===== src/pie_pkg.sv =====
// constants for the pci port interrupt enable block
package pie_pkg;

   // ==========================================================
   // bus geometry
   localparam int unsigned DATA_W = 32;
   localparam int unsigned ADDR_W = 12;

   // ==========================================================
   // register byte offsets
   localparam logic [ADDR_W-1:0] OFS_ENABLE = 12'h000;
   localparam logic [ADDR_W-1:0] OFS_PENDING = 12'h004;
   localparam logic [ADDR_W-1:0] OFS_RAW = 12'h008;
   localparam logic [ADDR_W-1:0] OFS_CTRL = 12'h00C;

   // ==========================================================
   // enable register field positions
   localparam int unsigned BIT_POWER_STATE = 0;
   localparam int unsigned BIT_TARGET_ABORT = 1;
   localparam int unsigned BIT_MASTER_ABORT = 2;
   localparam int unsigned BIT_HOST_REQUEST = 3;
   localparam int unsigned BIT_WAKE_RISE = 4;
   localparam int unsigned BIT_WAKE_FALL = 5;
   localparam int unsigned BIT_MASTER_DONE = 6;
   localparam int unsigned BIT_CONFIG_COMPLETE = 7;
   localparam int unsigned BIT_CONFIG_ERROR = 8;
   localparam int unsigned BIT_EEPROM_READY = 9;
   localparam int unsigned BIT_RSVD_LOW = 10;
   localparam int unsigned BIT_PCI_RESET = 11;
   localparam int unsigned BIT_RSVD_HIGH = 12;

   // ==========================================================
   // enable register masks and reset value
   localparam logic [DATA_W-1:0] ENABLE_IMPL_MASK = 32'h0000_0BFF;
   localparam logic [DATA_W-1:0] ENABLE_RESET = 32'h0000_0008;

   // ==========================================================
   // control register fields
   localparam int unsigned BIT_CTRL_IRQ_GATE = 0;
   localparam int unsigned BIT_CTRL_WARM = 1;
   localparam logic [DATA_W-1:0] CTRL_RESET = 32'h0000_0001;

   // no wait states: a transfer ends in its first access cycle
   localparam int unsigned APB_WAIT_CYCLES = 0;

endpackage


===== src/pie_enable_reg.sv =====
// storage of the interrupt enable bits with write mask and reset value
module pie_enable_reg
   import pie_pkg::*;
#(
   parameter logic [DATA_W-1:0] IMPL_MASK = ENABLE_IMPL_MASK,
   parameter logic [DATA_W-1:0] RESET_VALUE = ENABLE_RESET
) (
   // clocking
   input wire logic core_clk,
   input wire logic nrst,
   input wire logic ce,
   // reset request from the warm reset sources
   input wire logic warm,
   // software write
   input wire logic wr_en,
   input wire logic [DATA_W-1:0] wr_data,
   // stored value
   output logic [DATA_W-1:0] q
);

   logic [DATA_W-1:0] q_r;
   logic [DATA_W-1:0] q_nxt;

   // ==========================================================
   // next value
   always_comb begin
      q_nxt = q_r;
      if (warm) begin
         q_nxt = RESET_VALUE & IMPL_MASK;
      end else if (wr_en) begin
         // unimplemented and reserved positions never store anything
         q_nxt = wr_data & IMPL_MASK;
      end
   end

   // ==========================================================
   // register
   always_ff @(posedge core_clk) begin
      if (!nrst) begin
         q_r <= RESET_VALUE & IMPL_MASK;
      end else if (ce) begin
         q_r <= q_nxt;
      end
   end

   assign q = q_r;

endmodule


===== src/pie_top.sv =====
// apb register block holding the pci port interrupt enables and the request gate
//
// What this block does
// - bits 31 to 13 of the enable register read as zero and writes to them are dropped.
// - bit 11 passes pci reset transition interrupts only while it is one, reset zero.
// - bit 9 passes the eeprom ready interrupt only while it is one, reset zero.
// - bit 8 passes the configuration checksum error interrupt only while one, reset zero.
// - bit 7 passes the configuration complete interrupt only while one, reset zero.
// - bit 6 passes the master transaction done interrupt only while one, reset zero.
// - every implemented enable returns to its reset value on device reset and warm reset.
// - after reset only the host software request enable, bit 3, is one.
// - bits 5 and 4 enable the falling and rising wake output edge interrupts, reset zero.
// - bits 2 and 1 enable the master abort and target abort interrupts, reset zero.
// - bit 0 enables the power management state change interrupt, reset zero.
//
// Our own choices: register access over APB and the placing of the registers.
module pie_top
   import pie_pkg::*;
#(
   parameter int unsigned SRC_W = 12
) (
   // clocking and reset
   input wire logic core_clk,
   input wire logic nrst,
   input wire logic core_ce,
   // warm reset of the pci port, one cycle or longer
   input wire logic warm_rst,
   // apb slave
   input wire logic psel,
   input wire logic penable,
   input wire logic pwrite,
   input wire logic [ADDR_W-1:0] paddr,
   input wire logic [DATA_W-1:0] pwdata,
   output logic [DATA_W-1:0] prdata,
   output logic pready,
   output logic pslverr,
   // interrupt sources, level, one bit per enable position
   input wire logic [SRC_W-1:0] source_status,
   // request towards the processor
   output logic pci_irq_req
);

   // ==========================================================
   // declarations
   logic [DATA_W-1:0] prdata_r;
   logic pready_r;
   logic pslverr_r;
   logic pci_irq_req_r;
   logic [DATA_W-1:0] ctrl_r;
   logic [DATA_W-1:0] enable_q;
   logic [DATA_W-1:0] status_w;
   logic [DATA_W-1:0] pending_w;
   logic setup_phase;
   logic access_done;
   logic wr_done;
   logic enable_wr;
   logic ctrl_wr;
   logic sw_warm;
   logic warm_any;
   logic mapped;
   logic [DATA_W-1:0] rd_value;

   // ==========================================================
   // helpers
   function automatic logic addr_mapped(input logic [ADDR_W-1:0] a);
      addr_mapped = (a == OFS_ENABLE) || (a == OFS_PENDING) ||
                    (a == OFS_RAW) || (a == OFS_CTRL);
   endfunction

   function automatic logic [DATA_W-1:0] widen_src(input logic [SRC_W-1:0] s);
      logic [DATA_W-1:0] w;
      w = '0;
      w[SRC_W-1:0] = s;
      widen_src = w;
   endfunction

   // ==========================================================
   // apb phase decode
   assign setup_phase = psel && !penable;
   assign access_done = psel && penable && pready_r;
   assign wr_done = access_done && pwrite && !pslverr_r;
   assign enable_wr = wr_done && (paddr == OFS_ENABLE);
   assign ctrl_wr = wr_done && (paddr == OFS_CTRL);
   assign mapped = addr_mapped(paddr);

   // a warm reset requested by software takes effect with the write itself
   assign sw_warm = ctrl_wr && pwdata[BIT_CTRL_WARM];
   assign warm_any = warm_rst || sw_warm;

   // ==========================================================
   // enable storage
   pie_enable_reg #(
      .IMPL_MASK(ENABLE_IMPL_MASK),
      .RESET_VALUE(ENABLE_RESET)
   ) u_enable (
      .core_clk(core_clk),
      .nrst(nrst),
      .ce(core_ce),
      .warm(warm_any),
      .wr_en(enable_wr),
      .wr_data(pwdata),
      .q(enable_q)
   );

   // ==========================================================
   // per source gating
   // reserved positions of the source word are forced low so a stray
   // source line can never raise a request through an empty slot
   assign status_w = widen_src(source_status) & ENABLE_IMPL_MASK;

   always_comb begin
      pending_w = '0;
      pending_w[BIT_PCI_RESET] =
         status_w[BIT_PCI_RESET] & enable_q[BIT_PCI_RESET];
      pending_w[BIT_EEPROM_READY] =
         status_w[BIT_EEPROM_READY] & enable_q[BIT_EEPROM_READY];
      pending_w[BIT_CONFIG_ERROR] =
         status_w[BIT_CONFIG_ERROR] & enable_q[BIT_CONFIG_ERROR];
      pending_w[BIT_CONFIG_COMPLETE] =
         status_w[BIT_CONFIG_COMPLETE] & enable_q[BIT_CONFIG_COMPLETE];
      pending_w[BIT_MASTER_DONE] =
         status_w[BIT_MASTER_DONE] & enable_q[BIT_MASTER_DONE];
      pending_w[BIT_WAKE_FALL] =
         status_w[BIT_WAKE_FALL] & enable_q[BIT_WAKE_FALL];
      pending_w[BIT_WAKE_RISE] =
         status_w[BIT_WAKE_RISE] & enable_q[BIT_WAKE_RISE];
      pending_w[BIT_HOST_REQUEST] =
         status_w[BIT_HOST_REQUEST] & enable_q[BIT_HOST_REQUEST];
      pending_w[BIT_MASTER_ABORT] =
         status_w[BIT_MASTER_ABORT] & enable_q[BIT_MASTER_ABORT];
      pending_w[BIT_TARGET_ABORT] =
         status_w[BIT_TARGET_ABORT] & enable_q[BIT_TARGET_ABORT];
      pending_w[BIT_POWER_STATE] =
         status_w[BIT_POWER_STATE] & enable_q[BIT_POWER_STATE];
   end

   // ==========================================================
   // control register
   // only the gate bit is stored; the warm bit is a write-only strobe
   always_ff @(posedge core_clk) begin
      if (!nrst) begin
         ctrl_r <= CTRL_RESET;
      end else if (core_ce) begin
         if (ctrl_wr) begin
            ctrl_r <= '0;
            ctrl_r[BIT_CTRL_IRQ_GATE] <= pwdata[BIT_CTRL_IRQ_GATE];
         end
      end
   end

   // ==========================================================
   // interrupt request
   // registered, so the request trails a source or enable change by one cycle
   always_ff @(posedge core_clk) begin
      if (!nrst) begin
         pci_irq_req_r <= 1'b0;
      end else if (core_ce) begin
         pci_irq_req_r <= (|pending_w) && ctrl_r[BIT_CTRL_IRQ_GATE];
      end
   end

   // ==========================================================
   // read mux
   always_comb begin
      rd_value = '0;
      unique case (paddr)
         OFS_ENABLE: rd_value = enable_q & ENABLE_IMPL_MASK;
         OFS_PENDING: rd_value = pending_w;
         OFS_RAW: rd_value = status_w;
         OFS_CTRL: rd_value = ctrl_r;
         default: rd_value = '0;
      endcase
   end

   // ==========================================================
   // apb response
   // the answer is prepared in the setup cycle, so with core_ce high in that cycle every access phase
   // lasts exactly one cycle and back-to-back transfers run at full rate
   always_ff @(posedge core_clk) begin
      if (!nrst) begin
         pready_r <= 1'b0;
         pslverr_r <= 1'b0;
      end else if (core_ce) begin
         pready_r <= setup_phase;
         pslverr_r <= setup_phase && !mapped;
      end
   end

   // read data sampled at the setup edge; a write in the same access cannot
   // reach it because the register only changes at the end of the access
   always_ff @(posedge core_clk) begin
      if (!nrst) begin
         prdata_r <= '0;
      end else if (core_ce) begin
         if (setup_phase && !pwrite) begin
            prdata_r <= rd_value;
         end else if (access_done) begin
            prdata_r <= '0;
         end
      end
   end

   // ==========================================================
   // outputs
   assign prdata = prdata_r;
   assign pready = pready_r;
   assign pslverr = pslverr_r;
   assign pci_irq_req = pci_irq_req_r;

endmodule


===== config.mk =====
export PLATFORM = sky130hd
export DESIGN_NAME = pie_top
export DESIGN_NICKNAME = d
export VERILOG_FILES = /design/src/pie_pkg.sv /design/src/pie_enable_reg.sv /design/src/pie_top.sv
export SDC_FILE = /design/constraint.sdc
export NUM_CORES = 1
export LEC_CHECK = 0
export BUFFER_PORTS_ARGS = -buffer_cell sky130_fd_sc_hd__buf_2
export CAP_MARGIN = 5
export CORE_AREA = 2 2 77 64
export CTS_CLUSTER_SIZE = 14
export DETAILED_ROUTE_END_ITERATION = 10
export DIE_AREA = 0 0 79 66
export GPL_TIMING_DRIVEN = 1
export PLACE_DENSITY_LB_ADDON = 0.12
export SLEW_MARGIN = 20
export SYNTH_ARGS = -nofsm -noshare
export SYNTH_HDL_FRONTEND = slang
export SYNTH_SLANG_ARGS = --single-unit

===== constraint.sdc =====
create_clock -name core_clk -period 2.8 [get_ports core_clk]
set_clock_uncertainty 0.05 [all_clocks]
set_input_delay 0 -clock core_clk [delete_from_list [all_inputs] [get_ports core_clk]]
set_output_delay 0 -clock core_clk [all_outputs]
set_load 0.005 [all_outputs]

# Word level (Yosys, flattened, before mapping)
# Cells that the tools add are included.
dict set report word_totals {
  in_bits 63
  register_bits 48
  word_cells 51
}
dict set report classes {
  n_bitwise 11
  muxes 5
  eq_ne 3
  reduce_logical 26
}
# op count
set op_table {}
lappend op_table {{32-bit 2-to-1 mux} 2}
lappend op_table {{12-bit case mux with 4 select lines} 1}
lappend op_table {{12-bit by 4-bit == test with 1-bit output, second input constant} 2}
lappend op_table {{12-bit 2-to-1 mux} 2}
lappend op_table {{12-bit by 3-bit == test with 1-bit output, second input constant} 1}
lappend op_table {{12-bit zero test} 1}
lappend op_table {{1-bit AND} 11}
lappend op_table {{1-bit logical AND} 11}
lappend op_table {{11-bit OR reduction} 1}
lappend op_table {{2-bit AND reduction} 3}
lappend op_table {{1-bit zero test} 4}
lappend op_table {{1-bit logical OR} 4}
lappend op_table {{2-bit nonzero test} 2}

# Longest topological paths before layout
# Gate-level depths: netlist (run 1).
dict set report logic_depth {
  ltp_word 9
  mapped_depth 6
}

# Modules after synthesis
# Synthesis (run 1) repeated with hierarchy kept, for this count alone.
dict set report unflattened {
  hier_cells 197
  hier_area_um2 1706.6
}
# mod seq_area_each_um2 instances area_per_inst_um2 cells_each
set modules_own_cells {}
lappend modules_own_cells {pie_top 300.3 1 1061.0 125}
lappend modules_own_cells {pie_enable_reg 220.2 1 645.6 72}

# Least setup slack after synthesis (run 1)
# Ideal clock, no wire load.
dict set report synth_path {
  kind {register -> register}
  start {reg pslverr_r, in the netlist pslverr}
  end {reg u_enable.q_r[0], in the netlist u_enable.q[0]}
  path_stages_with_launch 6
  required_time_ps 2633
  path_slack_ps 1413
  setup_ps 117
  n_path_buf 1
  arrival_time_ps 1220
  path_cell_list {dfxtp_1 > and4b_1 > nand4_1 > a22o_1 > buf_2 > a22o_1}
}
dict set report synth_via {
  elab_chain_len 7
  elab_cells_between_ends 9
  cone_classes {mux: 1; reduce/logical: 8}
}
# item line_no
set synth_rtl {}
lappend synth_rtl {{from (decl)} pie_top.sv:47} ;# logic pslverr_r;
lappend synth_rtl {{from (signal assigned)} pie_top.sv:185} ;# pslverr_r <= setup_phase && !mapped;
lappend synth_rtl {{1-bit zero test *} pie_top.sv:81} ;# assign wr_done = access_done && pwrite && !pslverr_r;
lappend synth_rtl {{1-bit logical AND *} pie_top.sv:81}
lappend synth_rtl {{1-bit logical AND} pie_top.sv:83} ;# assign ctrl_wr = wr_done && (paddr == OFS_CTRL);
lappend synth_rtl {{1-bit logical AND} pie_top.sv:87} ;# assign sw_warm = ctrl_wr && pwdata[BIT_CTRL_WARM];
lappend synth_rtl {{1-bit logical OR} pie_top.sv:88} ;# assign warm_any = warm_rst || sw_warm;
lappend synth_rtl {{2-bit nonzero test (no line)} -}
lappend synth_rtl {{2-bit AND reduction (no line)} -}
lappend synth_rtl {{to (signal assigned)} pie_enable_reg.sv:40} ;# q_r <= RESET_VALUE & IMPL_MASK;
lappend synth_rtl {{to (signal assigned)} pie_enable_reg.sv:42} ;# q_r <= q_nxt;
lappend synth_rtl {{to (decl)} pie_enable_reg.sv:21} ;# logic [DATA_W-1:0] q_r;
# Every way passes the cells marked *; elsewhere a longest branch is shown, timed or not.
# A chain may end at the register's enable or synchronous reset.

# Worst setup path after layout (run 1)
dict set report layout_path {
  start {reg pslverr_r, in the netlist pslverr}
  end {reg ctrl_r[0]}
}
dict set report layout_via {
  elab_chain_len 4
}
# item line_no
set layout_rtl {}
lappend layout_rtl {{1-bit zero test} pie_top.sv:81}
lappend layout_rtl {{1-bit logical AND} pie_top.sv:81}
lappend layout_rtl {{1-bit logical AND} pie_top.sv:83}
lappend layout_rtl {{2-bit AND reduction (no line)} -}
lappend layout_rtl {{to (signal, indexed assignment)} pie_top.sv:146} ;# ctrl_r[BIT_CTRL_IRQ_GATE] <= pwdata[BIT_CTRL_IRQ_GATE];
lappend layout_rtl {{to (decl)} pie_top.sv:49} ;# logic [DATA_W-1:0] ctrl_r;
# Every way passes these cells.

==> results_dict.tcl, run 1 <==
set metrics [dict create \
    grt_pass1_vias 1292 \
    placed_cell_area_um2 1660 \
    leakagePower_nw 0.811 \
    clkTransAtPathRegs_ps 90 \
    finalWeightedCongestion 0.718 \
    dr.pass1.iters 4 \
    synth_compound_area_share_pct 27.0 \
    area_growth_pct 29.5 \
    cp_slowest_stage_delay_ps 550 \
    path_delay_family "buffers and inverters" \
    ys_top_cells_by_area "dfxtp_1 36%, buf_4 11%, a22o_1 8.0%" \
    drive_gt1_share_pct 30.3 \
    r2r_cells 5 \
    max_freq_mhz 542 \
    finalHoldViolCount 0 \
    synth_xor_area_share_pct 0 \
    synth_top_area_share_pct 36.4 \
    async_reset_ff_share_pct 0 \
    finalSetupViolations 0 \
    cts_max_level 1 \
    portBuffers 54 \
    row_count 22 \
    holdBufCountCts 14 \
    drc 0 \
    via_count 1346 \
    outcome "completed" \
    cts_buffer_depth 2 \
    tightestPinTransition_ps 882 \
    routed_wl_um 3780 \
    pre_cts_ws_ps 1250 \
    initial_core_util_pct 32.0 \
    drv_slew 0 \
    crit_chain "and4b_1, nand3_1, o31a_1, o21ai_0, dlygate4sd3_1" \
    root_buffer "clkbuf_8" \
    synth_mux_area_share_pct 1.40 \
    n_antenna_cell 0 \
    wl_per_cell_um 13.9 \
    avgViaCountPerCell 4.97 \
    grt_overflow 0 \
    cts_tree "yes" \
    clk_latency_ps 270 \
    avgSynthCellArea_um2 9.72 \
    tns_ps 0 \
    start_kind "register" \
    power_density_nw_per_um2 393 \
    dp_hpwl_um 2880 \
    postCtsSetupRepairBufs 0 \
    cp.depth 5 \
    grt_setup_unrepaired "no" \
    clock-sinks 26 \
    grt_max_degree 16 \
    numCtsBuffers 3 \
    grt_pass1_wl_um 6050 \
    synth_cell_types 38 \
    arrival_ps 2020 \
    final_area_um2 1850 \
    hold_class "in -> reg" \
    period_needed_ps 1840 \
    crit_required_ps 2970 \
    track_usage_pct 15.3 \
    maxSlewHeadroom_pct 40.9 \
    synth_edf_count 0 \
    synthAdderAreaFrac_pct 0 \
    setup_ws_ps 956 \
    holdPathEnd "prdata[5]" \
    ant_nets 0 \
    reg2reg_slack_ps 960 \
    grt_antenna_before_repair 0 \
    synth_ff_type "dfxtp_1" \
    hp-start "source_status[5]" \
    cap_violations 0 \
    cts_resized 0 \
    slowest_stage "dlygate4sd3_1" \
    r2r-start "pslverr" \
    chipWidth_um 79 \
    yosysWarnings 0 \
    netlist_area_um2 1430 \
    hold_depth 3 \
    design.die.area_um2 5210 \
    yosys.area.top_type "dfxtp_1" \
    crit_buf_inv 1 \
    holdWs_ps 5.49 \
    path_class "reg -> reg" \
    crit_path_end_kind "register" \
    seq_area_frac_synth_pct 36.4 \
    synth_cells 147 \
    dr.first_iter.drc_count 45 \
    yosys.area_share.simple_pct 20.1 \
    fin_nets 275 \
    period_share_pct 65.9 \
    timing.rr.end "ctrl_r[0]" \
    crit_fanout 4 \
    vdd_drop_max_mv 0.183 \
    ys_seq_elements 26 \
    synth_top_family_by_area "compound AO/OA/AOI/OAI gates" \
    core_um2 4460 \
    die_h_um 66 \
    io_pins 98 \
]
-- sequential cells by signal, indices dropped and copies added, names as in the netlist --
signal,cells
ctrl_r,1
u_enable.q,11
prdata,11
pci_irq_req,1
pready,1
pslverr,1
-- worst max path at each step --
stage                         end  slack, ps     from
global placement        prdata[9]       1280   pready
global route            ctrl_r[0]        830   pready
CTS                     ctrl_r[0]        950  pslverr
detailed placement      prdata[9]       1250   pready
finish                  ctrl_r[0]        960  pslverr
floorplan           u_enable.q[0]       1410  pslverr
-- power breakdown --
part           internal (W)  switching [W]  total (W)
registers          0.000371     0.00000123   0.000373
clock network      0.000126       0.000118   0.000243
logic             0.0000506      0.0000609   0.000112
total              0.000548       0.000180   0.000727
-- placed cells by master (no fill, tap or decap), types with 2 or more instances in the layout --
cell type      Yosys  final
a21oi_1            2      2
a221oi_1           2      2
a22o_1            13     13
a32oi_1            9      9
and3_1             2      2
buf_2              1     54
clkbuf_8           0      4
conb_1             1     21
dfxtp_1           26     26
dlygate4sd3_1      0     14
inv_1              4      4
mux2i_1            2      2
nand2_1            4      4
nand2b_1          12     12
nand3_1            3      3
nand3b_1           2      2
nor2_1             3      3
nor2b_1            3      3
nor4_1             2      2
nor4_4             2      2
o21ai_0            3      3
o2bb2ai_1         10     10
-- tightest hold or removal path: cells and delay by family --
kind | cells | cell delay, ps
AO/OA/AOI/OAI | 2 | 190
buffers and inverters | 1 | 100
-- per-stage QoR --
stage | power, W | util [%] | std cells
final | 0.000727 | 41.5 | 271
after global routing | 0.000768 | 41.5 | 271
after CTS | 0.000738 | 41.5 | 271
after detailed placement | 0.000478 | 37.1 | 253
after global placement | 0.000475 | 37.1 | 253
after floorplan | 0.000450 | - | 167
-- cell usage after synthesis, drive strengths merged (2+ instances only) --
master and instances:
and3 2, nand2b 12, nand2 4, a22o 13
mux2i 2, a32oi 9, a221oi 2, dfxtp 26
nand3b 2, nor2 3, clkbuf 5, nor2b 3
buf 23, o2bb2ai 10, a21oi 2, nand3 4
nor4 4, o21ai 3, inv 4
-- routing by layer --
layer / up-vias / global-route usage, % / part of all wire [%] / wire length, um
met3: 2 / 3.28 / 5.1 / 191
met4: 0 / 5.60 / 1.1 / 42
met1: 648 / 19.7 / 48 / 1800
met5: - / 0 / 0 / 0
met2: 51 / 25.3 / 46 / 1750
li1: 645 / - / - / -
-- cell type report --
| cell class | instances | area [um2] |
|---|---|---|
| timing repair buffer | 68 | 410 |
| multi-input combinational | 108 | 771 |
| sequential | 26 | 520 |
| clock buffer | 4 | 55.1 |
| inverter | 5 | 18.8 |
| fill | 454 | 2610 |
| tap | 60 | 75.1 |
-- cells by family after synthesis --
logic type / after synthesis
AO/OA/AOI/OAI: 46
AND/OR/NAND/NOR: 39
buffers and inverters: 33
flip-flops: 26
multiplexers: 2
other: 1
Note: power is estimated with default switching activity, not from simulation.
==> run 2: changes to the inputs <==
clock period = 1.6 ns   (was 2.8 ns; I/O delays follow)
==> run 2 against run 1 <==
First-iteration DRC count down 13%. Via count down 2.3%. Clock power up 120%. Sequential power up 75%. Cell count up 1.8%. Maximum frequency up 26%. Worst setup slack worse by 820 ps. Utilization up 1.2 points.
==> results_dict.tcl, run 2 (same netlist as run 1, synthesis figures left out) <==
set metrics [dict create \
    outcome "completed" \
    finalSetupViolations 0 \
    io_pins 98 \
    drive_gt1_share_pct 32.4 \
    core_um2 4460 \
    max_freq_mhz 684 \
    p_sw_share_pct 22.6 \
    clkPwrFrac_pct 38.8 \
    crit_path_end_kind "register" \
    fin_nets 280 \
    row_count 22 \
    crit_buf_inv 0 \
    top_usage_layer "met2" \
    crit_chain "and4b_1, nand4_1, a22o_2, a22o_1" \
    cap_violations 0 \
    cp_slowest_stage_delay_ps 370 \
    use_met2_pct 26.1 \
    cts_tree "yes" \
    hold_class "in -> reg" \
    tns_ps 0 \
    drv_slew 0 \
    avgViaCountPerCell 4.76 \
    path_class "reg -> reg" \
    met1_usage_pct 19.7 \
    track_usage_pct 15.3 \
    finalHoldViolCount 0 \
    final_area_um2 1910 \
    initial_core_util_pct 32.0 \
    via_count 1315 \
    numCtsBuffers 3 \
    cts_buffer_depth 2 \
    grt_pass1_vias 1269 \
    placed_cell_area_um2 1690 \
    grt_setup_unrepaired "no" \
    period_needed_ps 1460 \
    crit_required_ps 1720 \
    layout_common_cells "54 x buf_2, 26 x dfxtp_1, 21 x conb_1" \
    portBuffers 54 \
    ant_nets 0 \
    reg2reg_slack_ps 140 \
    postLayoutCoreUtil_pct 42.7 \
    crit_fanout 11 \
    dr.first_iter.drc_count 39 \
    grt_max_degree 16 \
    period_share_pct 91.4 \
    grt_antenna_before_repair 0 \
    leakagePower_nw 0.847 \
    grtUsageMet3_pct 2.73 \
    path_delay_family "compound AO/OA/AOI/OAI gates" \
    grt_overflow 0 \
    clock-sinks 26 \
    fillCellCount 465 \
    design.die.area_um2 5210 \
    p_int_w 0.00108 \
    n_antenna_cell 0 \
    start_kind "register" \
    p_sw_w 0.000316 \
    grt_pass1_wl_um 6110 \
    layout_commonest_cell "buf_2" \
    power_frac_seq_pct 46.7 \
    die_h_um 66 \
    wl_per_cell_um 13.6 \
    clk_latency_ps 270 \
    chipWidth_um 79 \
    finalWeightedCongestion 0.726 \
    arrival_ps 1580 \
    area_growth_pct 33.4 \
    clkTransAtPathRegs_ps 90 \
    slowest_stage "dfxtp_1" \
    pwr-share-comb_pct 14.5 \
    routed_wl_um 3740 \
    root_buffer "clkbuf_8" \
    power_density_nw_per_um2 733 \
    cts_max_level 1 \
    dr.pass1.iters 4 \
    vdd_drop_max_mv 0.314 \
    dp_hpwl_um 2930 \
    drc 0 \
]
## run 2: cell count changes in the layout (fill, tap and decap cells not counted)
cell and change:
a22o_2 +1, bufinv_16 +1, clkbuf_8 -1, buf_4 +5, a22o_1 -1
## run 2: routing by layer
layer,wire [um],share of wire (%)
met1,1750,47
met2,1760,47
met3,198,5.3
met4,41,1.1
met5,0,0
## run 2: worst min-delay path, cell delays in order
cell and delay [ps]:
buf_2 100, a32oi_1 70, o2bb2ai_1 130
## run 2: final timing paths
check                                      start       endpoint  depth (start not counted)
worst max-delay path                      pready  u_enable.q[0]                          4
worst min register to register         prdata[8]      prdata[8]                          1
worst min-delay path            source_status[5]      prdata[5]                          3
worst max register to register            pready  u_enable.q[0]                          4
## run 2: cell type report
type                    count  area, um2  share of cell area [%]
multi-input cells         108        772                    40.5
repair buffers             73        448                    23.5
clock buffers               3       41.3                    2.17
clock inverters             1       30.0                    1.58
well taps                  60       75.1                    3.94
flip-flops and latches     26        520                    27.3
inverters                   5       18.8                   0.985
## run 2: power by group through the flow
stage          registers (W)  logic (W)  clock network, W
2_1_floorplan       0.000667   0.000120                 0
5_1_grt             0.000653   0.000226          0.000593
3_3_place_gp        0.000667   0.000171                 0
4_1_cts             0.000653   0.000204          0.000566
3_5_place_dp        0.000667   0.000177                 0
6_report            0.000652   0.000203          0.000542
## run 2: through the flow
| stage | total power [W] | hold WS [ps] | setup WS [ps] | std cells |
|---|---|---|---|---|
| after floorplan | 0.000787 | 26.2 | 213 | 167 |
| after global placement | 0.000838 | 163 | 94.2 | 258 |
| after detailed placement | 0.000844 | 166 | 84.1 | 258 |
| after CTS | 0.00142 | 3.66 | 26.1 | 276 |
| after global routing | 0.00147 | 23.1 | 75.8 | 276 |
| final | 0.00140 | 8.28 | 138 | 276 |
## run 2: repair_timing
item | CTS | global route
hold buffers | 14 | 0
hold endpoints to repair | 15 | 0
gates resized for setup | 0 | 1
endpoints found under the setup margin | 0 | 10
setup buffers | 0 | 0
